### src/inc/hsbfl_pkg.sv
package hsbfl_pkg;

  // clock
  localparam int CLK_PERIOD_NS     = 5;

  // delays in their own units, figures as printed
  localparam int POR_DELAY_NS      = 6500000;
  localparam int PRI_DEFAULT_US    = 250;
  localparam int SEC_RESPONSE_NS   = 500;
  localparam int CB_RESET_US       = 5;
  localparam int ENABLE_LOW_MIN_US = 200;

  // derived cycle counts: longest times round down, least times round up
  localparam int POR_CYC      = POR_DELAY_NS / CLK_PERIOD_NS;
  localparam int PRI_DEF_CYC  = (PRI_DEFAULT_US * 1000) / CLK_PERIOD_NS;
  localparam int SEC_RESP_CYC = SEC_RESPONSE_NS / CLK_PERIOD_NS;
  localparam int CB_RST_CYC   = (CB_RESET_US * 1000) / CLK_PERIOD_NS;
  localparam int EN_LOW_CYC   = (ENABLE_LOW_MIN_US * 1000 + CLK_PERIOD_NS - 1)
                                / CLK_PERIOD_NS;

  // input synchroniser depth; breaker reset count leaves room for it
  localparam int SYNC_STAGES  = 2;
  localparam int CB_RST_COUNT = CB_RST_CYC - SYNC_STAGES - 1;

  localparam int TMR_W = 24;

  // bit positions of the synchronised input vector
  localparam int IN_EN        = 0;
  localparam int IN_SEL_LO    = 1;
  localparam int IN_PRI_OVER  = 3;
  localparam int IN_SEC_LO    = 4;
  localparam int IN_PCAP_LOW  = 8;
  localparam int IN_RCAP_HIGH = 9;
  localparam int IN_RCAP_LOW  = 10;
  localparam int IN_OUT_HIGH  = 11;
  localparam int IN_OUT_LOW   = 12;
  localparam int IN_GATE_ENH  = 13;
  localparam int IN_GATE_SHT  = 14;
  localparam int IN_REG_HIGH  = 15;
  localparam int IN_REG_LOW   = 16;
  localparam int IN_W         = 17;

  typedef enum logic [3:0] {
    ST_POR, ST_OFF, ST_ON, ST_PRI_GAP, ST_PRI_SINK, ST_PRI_TIMER,
    ST_TRIP, ST_CB_RESET, ST_RETRY_DRAIN
  } hsbfl_state_type;

  typedef struct packed {
    logic [IN_W-1:0]  sync1;
    logic [IN_W-1:0]  sync2;
    hsbfl_state_type  state;
    logic [TMR_W-1:0] tmr;
    logic [TMR_W-1:0] low_cnt;
    logic             en_prev;
    logic             armed;
    logic             breaker;
    logic             fault;
    logic             pgood;
    logic             hw_fault;
  } hsbfl_core_type;

  localparam hsbfl_core_type CORE_RESET = '{
    sync1:    {IN_W{1'h0}},
    sync2:    {IN_W{1'h0}},
    state:    ST_POR,
    tmr:      {TMR_W{1'h0}},
    low_cnt:  {TMR_W{1'h0}},
    en_prev:  1'h0,
    armed:    1'h0,
    breaker:  1'h0,
    fault:    1'h0,
    pgood:    1'h0,
    hw_fault: 1'h0
  };

endpackage

### src/core/hsbfl_core.sv
`timescale 1ns/1ps
// What this block does
// arm detectors after power-on delay and enable rise
// power good needs output high and gate enhanced
// primary strong source on while untriggered
// on trigger drop source, then enable weak sink
// cap low starts default timer; expiry trips
// floating cap gives only the default delay
// trip: gate off, fault pulldown, discharge high
// latched breaker sets current fault; good drops
// select secondary level from two select inputs
// secondary hit trips within response time
// enable falling resets a tripped breaker
// reset completes after delay; fault clears
// other side holds enable low minimum width
// retry strong sink on before any trip
// trip swaps retry sink for weak source
// retry cap high resets breaker, restores sink
// retry cap low re-enables gate, discharge low
// persistent overcurrent keeps retry cycling
// secondary trips retry the same way
// enable low: weak gate sink, gate monitored
// gate short sets hardware fault immediately
// hardware fault held until regulator lockout low
// current fault clears within five microseconds
// enable low minimum is two hundred microseconds
// comparator inputs synchronised before use
// delays are parameterised cycle counters
module hsbfl_core #(
  parameter int unsigned POR_CYCLES     = hsbfl_pkg::POR_CYC,
  parameter int unsigned PRI_DEF_CYCLES = hsbfl_pkg::PRI_DEF_CYC,
  parameter int unsigned EN_LOW_CYCLES  = hsbfl_pkg::EN_LOW_CYC
) (
  input  wire logic       clock,
  input  wire logic       nrst,
  input  wire logic       enable_in,
  input  wire logic [1:0] sec_level_sel,
  input  wire logic       primary_over,
  input  wire logic [3:0] sec_level_hit,
  input  wire logic       primary_cap_low,
  input  wire logic       retry_cap_high,
  input  wire logic       retry_cap_low,
  input  wire logic       output_above_high,
  input  wire logic       output_above_low,
  input  wire logic       gate_enhanced,
  input  wire logic       gate_above_short,
  input  wire logic       reg_above_lockout_high,
  input  wire logic       reg_above_lockout_low,
  output logic            detectors_armed,
  output logic            gate_drive_en,
  output logic            gate_weak_sink,
  output logic            gate_fault_pulldown,
  output logic            discharge_drive,
  output logic            primary_strong_source,
  output logic            primary_weak_sink,
  output logic            retry_strong_sink,
  output logic            retry_weak_source,
  output logic            current_fault_flag,
  output logic            power_good_out,
  output logic            hardware_fault_flag
);

  localparam int TW = hsbfl_pkg::TMR_W;

  hsbfl_pkg::hsbfl_core_type r;
  hsbfl_pkg::hsbfl_core_type next_r;

  logic [hsbfl_pkg::IN_W-1:0] raw_in;
  logic                       en;
  logic                       en_rise;
  logic                       pri_over;
  logic                       sec_hit;
  logic                       pcap_low;
  logic                       rcap_high;
  logic                       rcap_low;
  logic                       out_high;
  logic                       out_low;
  logic                       gate_enh;
  logic                       gate_short;
  logic                       reg_high;
  logic                       reg_ok;
  logic                       low_ok;

  // selects the comparator of the chosen secondary trip level
  function automatic logic sec_select(input logic [3:0] hits,
                                      input logic [1:0] sel);
    sec_select = hits[sel];
  endfunction

  // all comparators and pins are asynchronous to clock
  assign raw_in = {reg_above_lockout_low, reg_above_lockout_high,
                   gate_above_short, gate_enhanced, output_above_low,
                   output_above_high, retry_cap_low, retry_cap_high,
                   primary_cap_low, sec_level_hit, primary_over,
                   sec_level_sel, enable_in};

  assign en         = r.sync2[hsbfl_pkg::IN_EN];
  assign pri_over   = r.sync2[hsbfl_pkg::IN_PRI_OVER];
  assign pcap_low   = r.sync2[hsbfl_pkg::IN_PCAP_LOW];
  assign rcap_high  = r.sync2[hsbfl_pkg::IN_RCAP_HIGH];
  assign rcap_low   = r.sync2[hsbfl_pkg::IN_RCAP_LOW];
  assign out_high   = r.sync2[hsbfl_pkg::IN_OUT_HIGH];
  assign out_low    = r.sync2[hsbfl_pkg::IN_OUT_LOW];
  assign gate_enh   = r.sync2[hsbfl_pkg::IN_GATE_ENH];
  assign gate_short = r.sync2[hsbfl_pkg::IN_GATE_SHT];
  assign reg_high   = r.sync2[hsbfl_pkg::IN_REG_HIGH];
  assign reg_ok     = r.sync2[hsbfl_pkg::IN_REG_LOW];
  assign en_rise    = en & ~r.en_prev;
  assign low_ok     = r.low_cnt >= TW'(EN_LOW_CYCLES);
  assign sec_hit    = sec_select(
    r.sync2[hsbfl_pkg::IN_SEC_LO +: 4],
    r.sync2[hsbfl_pkg::IN_SEL_LO +: 2]);

  always_comb begin
    next_r       = r;
    next_r.sync1 = raw_in;
    next_r.sync2 = r.sync1;
    next_r.en_prev = en;

    // a rising enable after too short a low time is not a new start
    if (en) begin
      next_r.low_cnt = {TW{1'h0}};
    end else if (!low_ok) begin
      next_r.low_cnt = r.low_cnt + TW'(1);
    end

    // hysteresis: set on the upper level, lost on the lower one
    if (out_high && gate_enh) begin
      next_r.pgood = 1'h1;
    end else if (!out_low || !gate_enh) begin
      next_r.pgood = 1'h0;
    end

    case (r.state)
      hsbfl_pkg::ST_POR: begin
        next_r.pgood   = 1'h0;
        next_r.en_prev = 1'h0;
        if (!reg_high) begin
          next_r.tmr = {TW{1'h0}};
        end else if (r.tmr == TW'(POR_CYCLES - 1)) begin
          next_r.state   = hsbfl_pkg::ST_OFF;
          next_r.tmr     = {TW{1'h0}};
          next_r.low_cnt = TW'(EN_LOW_CYCLES);
        end else begin
          next_r.tmr = r.tmr + TW'(1);
        end
      end
      hsbfl_pkg::ST_OFF: begin
        next_r.armed = 1'h0;
        if (gate_short) begin
          next_r.hw_fault = 1'h1;
        end
        if (en_rise && low_ok && !r.hw_fault) begin
          next_r.state = hsbfl_pkg::ST_ON;
          next_r.armed = 1'h1;
        end
      end
      hsbfl_pkg::ST_ON: begin
        if (!en) begin
          next_r.state = hsbfl_pkg::ST_OFF;
        end else if (sec_hit) begin
          next_r.state = hsbfl_pkg::ST_TRIP;
        end else if (pri_over) begin
          next_r.state = hsbfl_pkg::ST_PRI_GAP;
        end
      end
      hsbfl_pkg::ST_PRI_GAP: begin
        // one cycle with both primary drivers off avoids overlap
        if (!en) begin
          next_r.state = hsbfl_pkg::ST_OFF;
        end else if (sec_hit) begin
          next_r.state = hsbfl_pkg::ST_TRIP;
        end else begin
          next_r.state = hsbfl_pkg::ST_PRI_SINK;
        end
      end
      hsbfl_pkg::ST_PRI_SINK: begin
        next_r.tmr = {TW{1'h0}};
        if (!en) begin
          next_r.state = hsbfl_pkg::ST_OFF;
        end else if (sec_hit) begin
          next_r.state = hsbfl_pkg::ST_TRIP;
        end else if (pcap_low) begin
          next_r.state = hsbfl_pkg::ST_PRI_TIMER;
        end else if (!pri_over) begin
          next_r.state = hsbfl_pkg::ST_ON;
        end
      end
      hsbfl_pkg::ST_PRI_TIMER: begin
        if (!en) begin
          next_r.state = hsbfl_pkg::ST_OFF;
        end else if (sec_hit) begin
          next_r.state = hsbfl_pkg::ST_TRIP;
        end else if (r.tmr == TW'(PRI_DEF_CYCLES - 1)) begin
          next_r.state = hsbfl_pkg::ST_TRIP;
        end else begin
          next_r.tmr = r.tmr + TW'(1);
        end
      end
      hsbfl_pkg::ST_TRIP: begin
        next_r.tmr = {TW{1'h0}};
        if (!en) begin
          next_r.state = hsbfl_pkg::ST_CB_RESET;
        end else if (rcap_high) begin
          next_r.state   = hsbfl_pkg::ST_RETRY_DRAIN;
          next_r.breaker = 1'h0;
          next_r.fault   = 1'h0;
        end
      end
      hsbfl_pkg::ST_CB_RESET: begin
        if (r.tmr == TW'(hsbfl_pkg::CB_RST_COUNT - 1)) begin
          next_r.state   = hsbfl_pkg::ST_OFF;
          next_r.breaker = 1'h0;
          next_r.fault   = 1'h0;
          next_r.tmr     = {TW{1'h0}};
        end else begin
          next_r.tmr = r.tmr + TW'(1);
        end
      end
      hsbfl_pkg::ST_RETRY_DRAIN: begin
        if (!en) begin
          next_r.state = hsbfl_pkg::ST_OFF;
        end else if (rcap_low) begin
          next_r.state = hsbfl_pkg::ST_ON;
          next_r.armed = 1'h1;
        end
      end
      default: begin
        next_r.state = hsbfl_pkg::ST_POR;
      end
    endcase

    // every path into the trip state latches the breaker
    if (next_r.state == hsbfl_pkg::ST_TRIP
        && r.state != hsbfl_pkg::ST_TRIP) begin
      next_r.breaker = 1'h1;
      next_r.fault   = 1'h1;
      next_r.armed   = 1'h0;
    end

    // regulator lockout clears all but the synchroniser, the hardware fault too
    if (!reg_ok) begin
      next_r       = hsbfl_pkg::CORE_RESET;
      next_r.sync1 = raw_in;
      next_r.sync2 = r.sync1;
    end
  end

  always_ff @(posedge clock or negedge nrst) begin
    if (!nrst) begin
      r <= hsbfl_pkg::CORE_RESET;
    end else begin
      r <= next_r;
    end
  end

  assign detectors_armed     = r.armed;
  assign gate_drive_en       = r.state == hsbfl_pkg::ST_ON
                            || r.state == hsbfl_pkg::ST_PRI_GAP
                            || r.state == hsbfl_pkg::ST_PRI_SINK
                            || r.state == hsbfl_pkg::ST_PRI_TIMER;
  assign gate_weak_sink      = r.state == hsbfl_pkg::ST_OFF;
  assign gate_fault_pulldown = r.breaker
                            || r.state == hsbfl_pkg::ST_RETRY_DRAIN
                            || r.state == hsbfl_pkg::ST_POR;
  assign discharge_drive     = r.breaker
                            || r.state == hsbfl_pkg::ST_RETRY_DRAIN;
  assign primary_weak_sink   = r.state == hsbfl_pkg::ST_PRI_SINK
                            || r.state == hsbfl_pkg::ST_PRI_TIMER;
  assign primary_strong_source = !primary_weak_sink
                            && r.state != hsbfl_pkg::ST_PRI_GAP;
  assign retry_weak_source   = r.state == hsbfl_pkg::ST_TRIP;
  assign retry_strong_sink   = !retry_weak_source;
  assign current_fault_flag  = r.fault;
  assign power_good_out      = r.pgood;
  assign hardware_fault_flag = r.hw_fault;

  AST_ARM_AFTER_POR: assert property (
    @(posedge clock) disable iff (!nrst)
    $rose(r.armed) |-> $past(r.state) != hsbfl_pkg::ST_POR
                       && (en || $past(en)))
    else $error("detectors armed without power-on delay or enable");

  AST_PGOOD_CAUSE: assert property (
    @(posedge clock) disable iff (!nrst)
    $rose(power_good_out) |-> $past(out_high) && $past(gate_enh))
    else $error("power good rose without output and gate levels");

  AST_PRI_SOURCE_IDLE: assert property (
    @(posedge clock) disable iff (!nrst)
    r.state == hsbfl_pkg::ST_ON |-> primary_strong_source
                                    && !primary_weak_sink)
    else $error("primary source not held while untriggered");

  AST_PRI_BREAK_BEFORE: assert property (
    @(posedge clock) disable iff (!nrst)
    $fell(primary_strong_source) |-> !primary_weak_sink)
    else $error("primary sink enabled together with source drop");

  AST_PRI_TIMER_TRIP: assert property (
    @(posedge clock) disable iff (!nrst)
    r.state == hsbfl_pkg::ST_PRI_TIMER && en && reg_ok && !sec_hit
    && r.tmr == TW'(PRI_DEF_CYCLES - 1)
    |=> r.breaker && primary_strong_source && !primary_weak_sink)
    else $error("default timer expiry did not trip breaker");

  AST_TRIP_OUTPUTS: assert property (
    @(posedge clock) disable iff (!nrst)
    r.breaker |-> !gate_drive_en && gate_fault_pulldown
                  && discharge_drive && current_fault_flag)
    else $error("tripped breaker without gate off and discharge");

  AST_SEC_TRIP: assert property (
    @(posedge clock) disable iff (!nrst)
    r.state == hsbfl_pkg::ST_ON && en && sec_hit && reg_ok
    |=> r.breaker)
    else $error("secondary hit did not trip next cycle");

  AST_CB_RESET_TIME: assert property (
    @(posedge clock) disable iff (!nrst)
    r.state == hsbfl_pkg::ST_TRIP && !en && reg_ok
    |-> ##[1:998] !current_fault_flag)
    else $error("current fault not cleared after enable low");

  AST_RETRY_SWAP: assert property (
    @(posedge clock) disable iff (!nrst)
    $rose(r.breaker) |-> retry_weak_source && !retry_strong_sink)
    else $error("retry pin not charging after trip");

  AST_RETRY_RESET: assert property (
    @(posedge clock) disable iff (!nrst)
    r.state == hsbfl_pkg::ST_TRIP && en && rcap_high && reg_ok
    |=> !r.breaker && !current_fault_flag && retry_strong_sink
        && !gate_drive_en)
    else $error("retry level did not reset breaker");

  AST_GATE_SHORT: assert property (
    @(posedge clock) disable iff (!nrst)
    r.state == hsbfl_pkg::ST_OFF && gate_short && reg_ok
    |=> hardware_fault_flag)
    else $error("gate short did not latch hardware fault");

  AST_HW_HOLD: assert property (
    @(posedge clock) disable iff (!nrst)
    hardware_fault_flag && reg_ok |=> hardware_fault_flag)
    else $error("hardware fault lost without lockout");

endmodule

### config.mk
export PLATFORM = sky130hd
export DESIGN_NAME = hsbfl_core
export DESIGN_NICKNAME = d
export VERILOG_FILES = /design/src/inc/hsbfl_pkg.sv /design/src/core/hsbfl_core.sv
export SDC_FILE = /design/constraint.sdc
export NUM_CORES = 1
export LEC_CHECK = 0
export BUFFER_PORTS_ARGS = -buffer_cell sky130_fd_sc_hd__buf_2
export CAP_MARGIN = 20
export CORE_MARGIN = 4
export CORE_UTILIZATION = 55
export DETAILED_ROUTE_END_ITERATION = 7
export PLACE_DENSITY = 0.74
export SYNTH_ARGS = -nofsm -noshare
export SYNTH_HDL_FRONTEND = slang
export SYNTH_SLANG_ARGS = --single-unit
export TNS_END_PERCENT = 100
### constraint.sdc
create_clock -name clock -period 3.4 [get_ports clock]
set_input_delay 0.68 -clock clock [delete_from_list [all_inputs] [get_ports clock]]
set_output_delay 0.68 -clock clock [all_outputs]
set_load 0.1 [all_outputs]
==> results of run 1 <==
## power groups by stage
| stage | logic [mW] | registers, mW | clock network [mW] |
|---|---|---|---|
| 4_1_cts | 0.0718 | 1.12 | 0.794 |
| 2_1_floorplan | 0.0346 | 1.13 | 0 |
| 6_report | 0.0696 | 1.12 | 0.769 |
| 3_3_place_gp | 0.0693 | 1.14 | 0 |
| 3_5_place_dp | 0.0717 | 1.14 | 0 |
| 5_1_grt | 0.0806 | 1.12 | 0.842 |
## layout by cell type, fill, tap and decap left out, types with 2 or more instances in the layout
master	count
nand3_1	27
nor3_1	9
inv_1	13
o21bai_1	2
a2111oi_0	4
or2_2	3
nand2_1	22
and4_1	4
and3_1	7
clkbuf_8	10
a311o_1	2
dfrtp_1	91
or3_1	6
a21o_1	8
a211oi_1	3
nor4_1	12
o21a_1	5
ha_1	4
a311oi_1	2
buf_4	4
o31ai_1	4
and2_1	13
o21ai_1	7
nand4_1	14
o211ai_1	3
nand2b_1	6
o21ai_0	8
a22o_1	7
a21oi_1	17
buf_2	29
nor2_1	48
xor2_1	9
nor4b_1	2
clkinv_2	2
nand3b_1	3
xnor2_1	13
## through the flow
step	instances	utilization	hold WS, ns	power (mW)	setup WS (ns)
global route	551	0.6350	0.2211	2.042	0.4976
global placement	535	0.6068	0.3317	1.207	1.039
detailed placement	535	0.6068	0.3347	1.210	0.9623
finish	551	0.6350	0.2084	1.955	0.6241
CTS	551	0.6350	0.2039	1.983	0.6136
floorplan	422	-	0.3312	1.167	0.1856
## cells by family (layout without fill, tap and decap cells)
family / count (synthesis) / after routing / share of synthesized area
flip-flops: 91 / 91 / 0.5300
XOR/XNOR: 22 / 22 / 0.04485
adder cells (fa/ha/maj): 4 / 4 / 0.01165
AO/OA/AOI/OAI: 81 / 81 / 0.1348
AND/OR/NAND/NOR: 190 / 190 / 0.2365
buffers and inverters: 33 / 63 / 0.03698
multiplexers: 1 / 1 / 0.005241
## sequential cells by signal, summed over array words and instances (netlist names)
register	flops
r	81
detectors_armed	1
en	1
gate_enh	1
gate_short	1
hardware_fault_flag	1
out_high	1
out_low	1
pcap_low	1
power_good_out	1
pri_over	1
## layout make-up
class                   count  area, µm²  area share
clock buffers              10      137.6     0.02926
clock inverters             6      71.32     0.01516
inverters                  14      53.80     0.01144
multi-input cells         298       1866      0.3965
flip-flops and latches     91       2277      0.4840
well taps                  99      123.9     0.02633
repair buffers             33      175.2     0.03723
## how the worst min path moves through the flow
stage	startpoint	end	slack [ns]	depth (start not counted)
6_report	nrst	r[8]$_DFF_PN0_	0.21	1
5_1_grt	nrst	r[8]$_DFF_PN0_	0.22	1
4_1_cts	nrst	r[8]$_DFF_PN0_	0.20	1
3_5_place_dp	r[76]$_DFF_PN0_	r[59]$_DFF_PN0_	0.33	0
3_3_place_gp	r[89]$_DFF_PN0_	gate_short$_DFF_PN0_	0.33	0
2_1_floorplan	r[75]$_DFF_PN0_	en$_DFF_PN0_	0.33	0
## per-layer routing
metal / GRT usage / wire length [µm] / vias up
met4: 0.07243 / 95 / 0
met5: 0 / 0 / -
li1: - / - / 1555
met3: 0.04183 / 401 / 11
met1: 0.2832 / 3918 / 1572
met2: 0.3283 / 4140 / 83
==> flow_metrics.py, run 1 <==
metrics = {
    "global_route": {
        "antenna_found_initial": 0,
        "grt_max_degree": 35,
        "grt_use_total": 0.2065,
        "grt_pass1_wl_um": 14720,
        "grt-ovfl-total": 0,
        "grt_pass1_vias": 3110,
    },
    "detailed_routing": {
        "dr.pass1.iters": 4,
        "drtAntennaViolNets": 0,
        "viasPerCell": 5.846,
        "vias": 3221,
        "drt-wirelength-per-cell_um": 15.53,
        "drc_errors": 0,
        "drtIter0Drc": 330,
        "wirelength_um": 8555,
    },
    "synth": {
        "synth-edff-count": 0,
        "synth_nets": 445,
        "yosysSeqAreaShare": 0.5300,
        "syn_area_um2": 4297,
        "synthTopCellsByArea": "dfrtp_1, nor2_1, nand3_1, xnor2_1, nand4_1",
        "synth_top_area_frac": 0.5300,
        "synth_top_cell_by_area": "dfrtp_1",
        "synth-seq-cells": 91,
        "synth_cell_types": 60,
        "async_flop_share": 1.000,
        "synth_most_common_cell": "dfrtp_1",
        "ys.flop_type": "dfrtp_1",
        "avgSynthCellArea_um2": 10.18,
        "synth_top_cells_by_count": "dfrtp_1, nor2_1, nand3_1",
        "syn_inst": 422,
        "yosys_warnings": 0,
    },
    "worst_setup_path": {
        "r2r-end": "r[32]$_DFFE_PN0P_",
        "slowest_delay_ns": 0.74,
        "r2r_cells": 6,
        "worst-path-stages": 4,
        "rrSetupSlack_ns": 0.92,
        "cp_top_family": "flip-flops",
        "startpoint_type": "register",
        "r2r-start": "r[56]$_DFF_PN0_",
        "cp-end-kind": "primary output",
        "cp_max_fo": 19,
        "crit_path_end": "primary_strong_source",
        "crit_type": "reg -> out",
        "cp.required_ns": 2.72,
        "timing.critical_path.buf_inv": 1,
        "critical_path.cell_chain": "nand2b_1 -> or2_2 -> a21o_1 -> buf_2",
        "cp.arrival_ns": 2.10,
        "cpMaxStageDelayCell": "dfrtp_1",
        "cp-startpoint": "r[55]$_DFF_PN0_",
    },
    "layout": {
        "area_growth_syn_to_layout_pct": 9.493,
        "nNetsFinal": 470,
        "drive_gt1_frac": 0.1416,
        "fillerInstances": 588,
        "n_antenna_cell": 0,
        "design_area_um2": 4705,
    },
    "floorplan": {
        "die_width_um": 96.39,
        "core_um2": 7408,
        "dieArea_um2": 9290,
        "io_pins": 31,
        "initial_core_util": 0.5800,
        "rows": 31,
        "die_y_um": 96.39,
    },
    "power_and_ir_drop": {
        "cellLeakagePower_nw": 2.036,
        "swShare": 0.2357,
        "clock_power_share": 0.393,
        "power_frac_comb": 0.036,
        "internal_power_mw": 1.494,
        "ir_drop_v": 0.0003995,
        "p_seq_frac": 0.571,
        "p_sw_mw": 0.4609,
        "power_density_nw_per_um2": 415.6,
    },
    "clock_tree": {
        "tritoncts": "built",
        "post-cts-setup-buffer-count": 0,
        "cts.path.max_buffers": 2,
        "cts_max_level": 3,
        "cts-root-buf": "clkbuf_8",
        "clk_latency_ns": 0.36,
        "cts_buffers": 9,
        "cts.repair.resized": 0,
        "cts_hold_buf": 0,
        "cts.sinks": 91,
        "clkSlewWorstSetupHoldPaths_ns": 0.09,
    },
    "timing": {
        "rsz0062_at_grt": "false",
        "worst_pin_slew_ns": 0.7781,
        "slew_violations": 0,
        "finClkSkew_ns": 0.008154,
        "post-route-period-util": 0.8165,
        "finalHoldViolations": 0,
        "final.min_clock_period_ns": 2.776,
        "slew_headroom": 0.4740,
        "finalSetupViolCount": 0,
        "fin_setup_tns_ns": 0,
        "fmax_ghz": 0.3602,
    },
    "placed_design": {
        "place_area_um2": 4496,
        "hpwlAfterDp_um": 6157,
        "gp_congestion": 0.8879,
        "io_buffer_count": 30,
    },
    "worst_hold_path": {
        "hold_path_class": "in -> async",
    },
    "outcome": {
        "status": "completed",
    },
    "run": {
        "cap_violations": 0,
    },
}
No activity file was read; power rests on OpenSTA's default activity.
==> inputs of run 2 (changes only) <==
ABC_AREA = 1   (was unset)
PLACE_DENSITY = 0.73   (was 0.74)
clock period = 2.68 ns   (was 3.4 ns; I/O delays follow)
==> run 2 against run 1 <==
  * Wire length up 33%
  * Setup slack got worse by 0.45 ns
  * Core utilization fell by 1.7 points
  * Final cell count grew 40%
  * Register-to-register slack got worse by 0.47 ns
  * Sequential power is 27% higher
  * Clock skew up 0.0083 ns
  * Critical path depth up 2
==> flow_metrics.py, run 2 <==
metrics = {
    "layout": {
        "final_cell_mix": "nand2_1, dfrtp_1, nor2_1",
        "multi_input_area_um2": 2227,
        "final_util": 0.6176,
        "n_antenna_cell": 0,
        "fillerInstances": 774,
        "regMostFlops": "r",
        "seq_area_um2": 2277,
        "largest_register_ffs": 81,
        "area_growth_syn_to_layout_pct": 9.621,
        "drive_gt1_frac": 0.1329,
        "nNetsFinal": 680,
        "layout_commonest_cell": "nand2_1",
    },
    "worst_setup_path": {
        "timing.critical_path.buf_inv": 2,
        "slowest_delay_ns": 0.51,
        "cp-end-kind": "primary output",
        "crit_type": "reg -> out",
        "cpMaxStageDelayCell": "dfrtp_1",
        "cp-startpoint": "r[55]$_DFF_PN0_",
        "critical_path.cell_chain": "nor2_2 -> nand2_1 -> nor2_1 -> inv_1 -> nand2_1 -> buf_2",
        "cp.arrival_ns": 1.97,
        "worst-path-stages": 6,
        "r2r-end": "r[35]$_DFFE_PN0P_",
        "crit_path_frequent_cell": "nand2_1",
        "r2r_cells": 12,
        "crit_path_end": "discharge_drive",
        "cp_max_fo": 9,
        "cp_top_family": "simple AND/OR/NAND/NOR gates",
        "rrSetupSlack_ns": 0.45,
        "startpoint_type": "register",
        "r2r-start": "r[30]$_DFFE_PN0P_",
        "cp.required_ns": 2.14,
    },
    "synth": {
        "synth-seq-cells": 91,
        "avgSynthCellArea_um2": 7.836,
        "synth_top_cell_by_area": "dfrtp_1",
        "synth_nets": 647,
        "syn_inst": 624,
        "synth_top_area_frac": 0.4657,
        "synthTopCellsByArea": "dfrtp_1, nand2_1, nor2_1, inv_1, nand3_1",
        "synth_most_common_cell": "nand2_1",
        "ys.flop_type": "dfrtp_1",
        "async_flop_share": 1.000,
        "syn_area_um2": 4890,
        "synth-edff-count": 0,
        "synth_cell_types": 46,
        "synth_top_cells_by_count": "nand2_1, dfrtp_1, nor2_1",
        "yosysSeqAreaShare": 0.4657,
        "yosys_warnings": 0,
    },
    "timing": {
        "finalHoldViolations": 0,
        "fmax_ghz": 0.3994,
        "setup_ws_ns": 0.1761,
        "slew_headroom": 0.6766,
        "final.min_clock_period_ns": 2.504,
        "finalSetupViolCount": 0,
        "rsz0062_at_grt": "false",
        "finClkSkew_ns": 0.01647,
        "slew_violations": 0,
        "post-route-period-util": 0.9343,
        "worst_pin_slew_ns": 0.4884,
        "hold_ws_ns": 0.1830,
    },
    "global_route": {
        "grt_pass1_wl_um": 19270,
        "grt-ovfl-total": 0,
        "grt_max_degree": 92,
        "antenna_found_initial": 0,
        "grt_pass1_vias": 4104,
        "grt_use_total": 0.2323,
    },
    "floorplan": {
        "die_width_um": 102.3,
        "initial_core_util": 0.5634,
        "io_pins": 31,
        "rows": 34,
        "die_y_um": 102.3,
        "dieArea_um2": 10460,
        "core_um2": 8678,
    },
    "detailed_routing": {
        "wirelength_um": 11390,
        "drc_errors": 0,
        "drt-wirelength-per-cell_um": 14.79,
        "vias": 4229,
        "drtIter0Drc": 372,
        "drtAntennaViolNets": 0,
        "viasPerCell": 5.492,
        "dr.pass1.iters": 5,
    },
    "power_and_ir_drop": {
        "power_frac_comb": 0.040,
        "clock_power_share": 0.392,
        "p_sw_mw": 0.6830,
        "swShare": 0.2739,
        "power_mw": 2.494,
        "power_density_nw_per_um2": 465.3,
        "ir_drop_v": 0.0003516,
        "cellLeakagePower_nw": 2.515,
        "internal_power_mw": 1.811,
        "p_seq_frac": 0.568,
    },
    "clock_tree": {
        "tritoncts": "built",
        "post-cts-setup-buffer-count": 0,
        "cts_buffers": 9,
        "clk_latency_ns": 0.37,
        "cts_max_level": 3,
        "cts.sinks": 91,
        "cts.repair.resized": 0,
        "cts.path.max_buffers": 2,
        "cts-root-buf": "clkbuf_8",
        "cts_hold_buf": 0,
        "clkSlewWorstSetupHoldPaths_ns": 0.11,
    },
    "worst_hold_path": {
        "hold_path_class": "in -> async",
    },
    "placed_design": {
        "place_ws_ns": 0.4878,
        "gp_congestion": 0.9920,
        "io_buffer_count": 30,
        "hpwlAfterDp_um": 8397,
    },
    "run": {
        "cap_violations": 0,
    },
    "outcome": {
        "status": "completed",
    },
}
[run 2: cell count changes after synthesis, sizes merged, moves of 15 or more]
cell / before / now
o21ai: 15 / 39
nand2: 23 / 154
nor2: 49 / 94
inv: 13 / 80
nor3: 10 / 27
and2: 15 / 0
[run 2: layout make-up]
type | instances | share of cell area
Inverter | 83 | 0.05929
Tap cell | 108 | 0.02521
Clock buffer | 9 | 0.02311
Multi-Input combinational cell | 439 | 0.4155
Clock inverter | 7 | 0.01704
Timing Repair Buffer | 33 | 0.03501
Sequential cell | 91 | 0.4248
[run 2: power by group through the flow]
stage	Combinational [mW]	Sequential, mW	Clock, mW
6_report	0.101	1.42	0.977
5_1_grt	0.115	1.42	1.06
4_1_cts	0.103	1.42	1.00
3_5_place_dp	0.103	1.44	0
3_3_place_gp	0.100	1.44	0
2_1_floorplan	0.0470	1.44	0
[run 2: cells by family (layout without fill, tap and decap cells)]
family,Yosys count,count (layout),synth area share
fa+ha+maj,4,4,0.01024
compound gates,74,74,0.08803
buf+inv,94,132,0.07881
flops,91,91,0.4657
xor+xnor,19,19,0.03403
simple gates,342,342,0.3232
[run 2: worst min path at each step]
stage                               start                     endpoint  slack (ns)  cells after the start
after detailed placement  r[81]$_DFF_PN0_              r[64]$_DFF_PN0_        0.33                      0
after CTS                            nrst              r[10]$_DFF_PN0_        0.21                      2
after global routing                 nrst                 en$_DFF_PN0_        0.22                      2
final                                nrst              r[14]$_DFF_PN0_        0.18                      2
after floorplan                      nrst  detectors_armed$_DFFE_PN0P_        0.24                      0
after global placement    r[82]$_DFF_PN0_              r[65]$_DFF_PN0_        0.33                      0
[run 2: layer usage]
metal / vias to the layer above / part of all wire / GRT usage
li1: 2072 / - / -
met1: 1986 / 0.46 / 0.3230
met2: 153 / 0.47 / 0.3708
met3: 18 / 0.059 / 0.04437
met4: 0 / 0.016 / 0.07064
met5: - / 0 / 0
[run 2: through the flow]
stage / std cells / instance area [µm²] / TNS, ns
3_3_place_gp: 754 / 5145 / 0
3_5_place_dp: 754 / 5145 / 0
4_1_cts: 770 / 5360 / 0
2_1_floorplan: 624 / 4890 / -0.3282
5_1_grt: 770 / 5360 / 0
6_report: 770 / 5360 / 0
[run 2: worst register-to-register path: stages (launching register included)]
cell	delay, ns
dfrtp_1	0.45
ha_1	0.28
nand3_1	0.16
nor2_1	0.06
nand3_1	0.12
nand2_2	0.09
a21oi_4	0.21
nor2_8	0.10
inv_4	0.22
nand2_1	0.11
nor2_1	0.13
nand2_1	0.08
a21oi_2	0.13
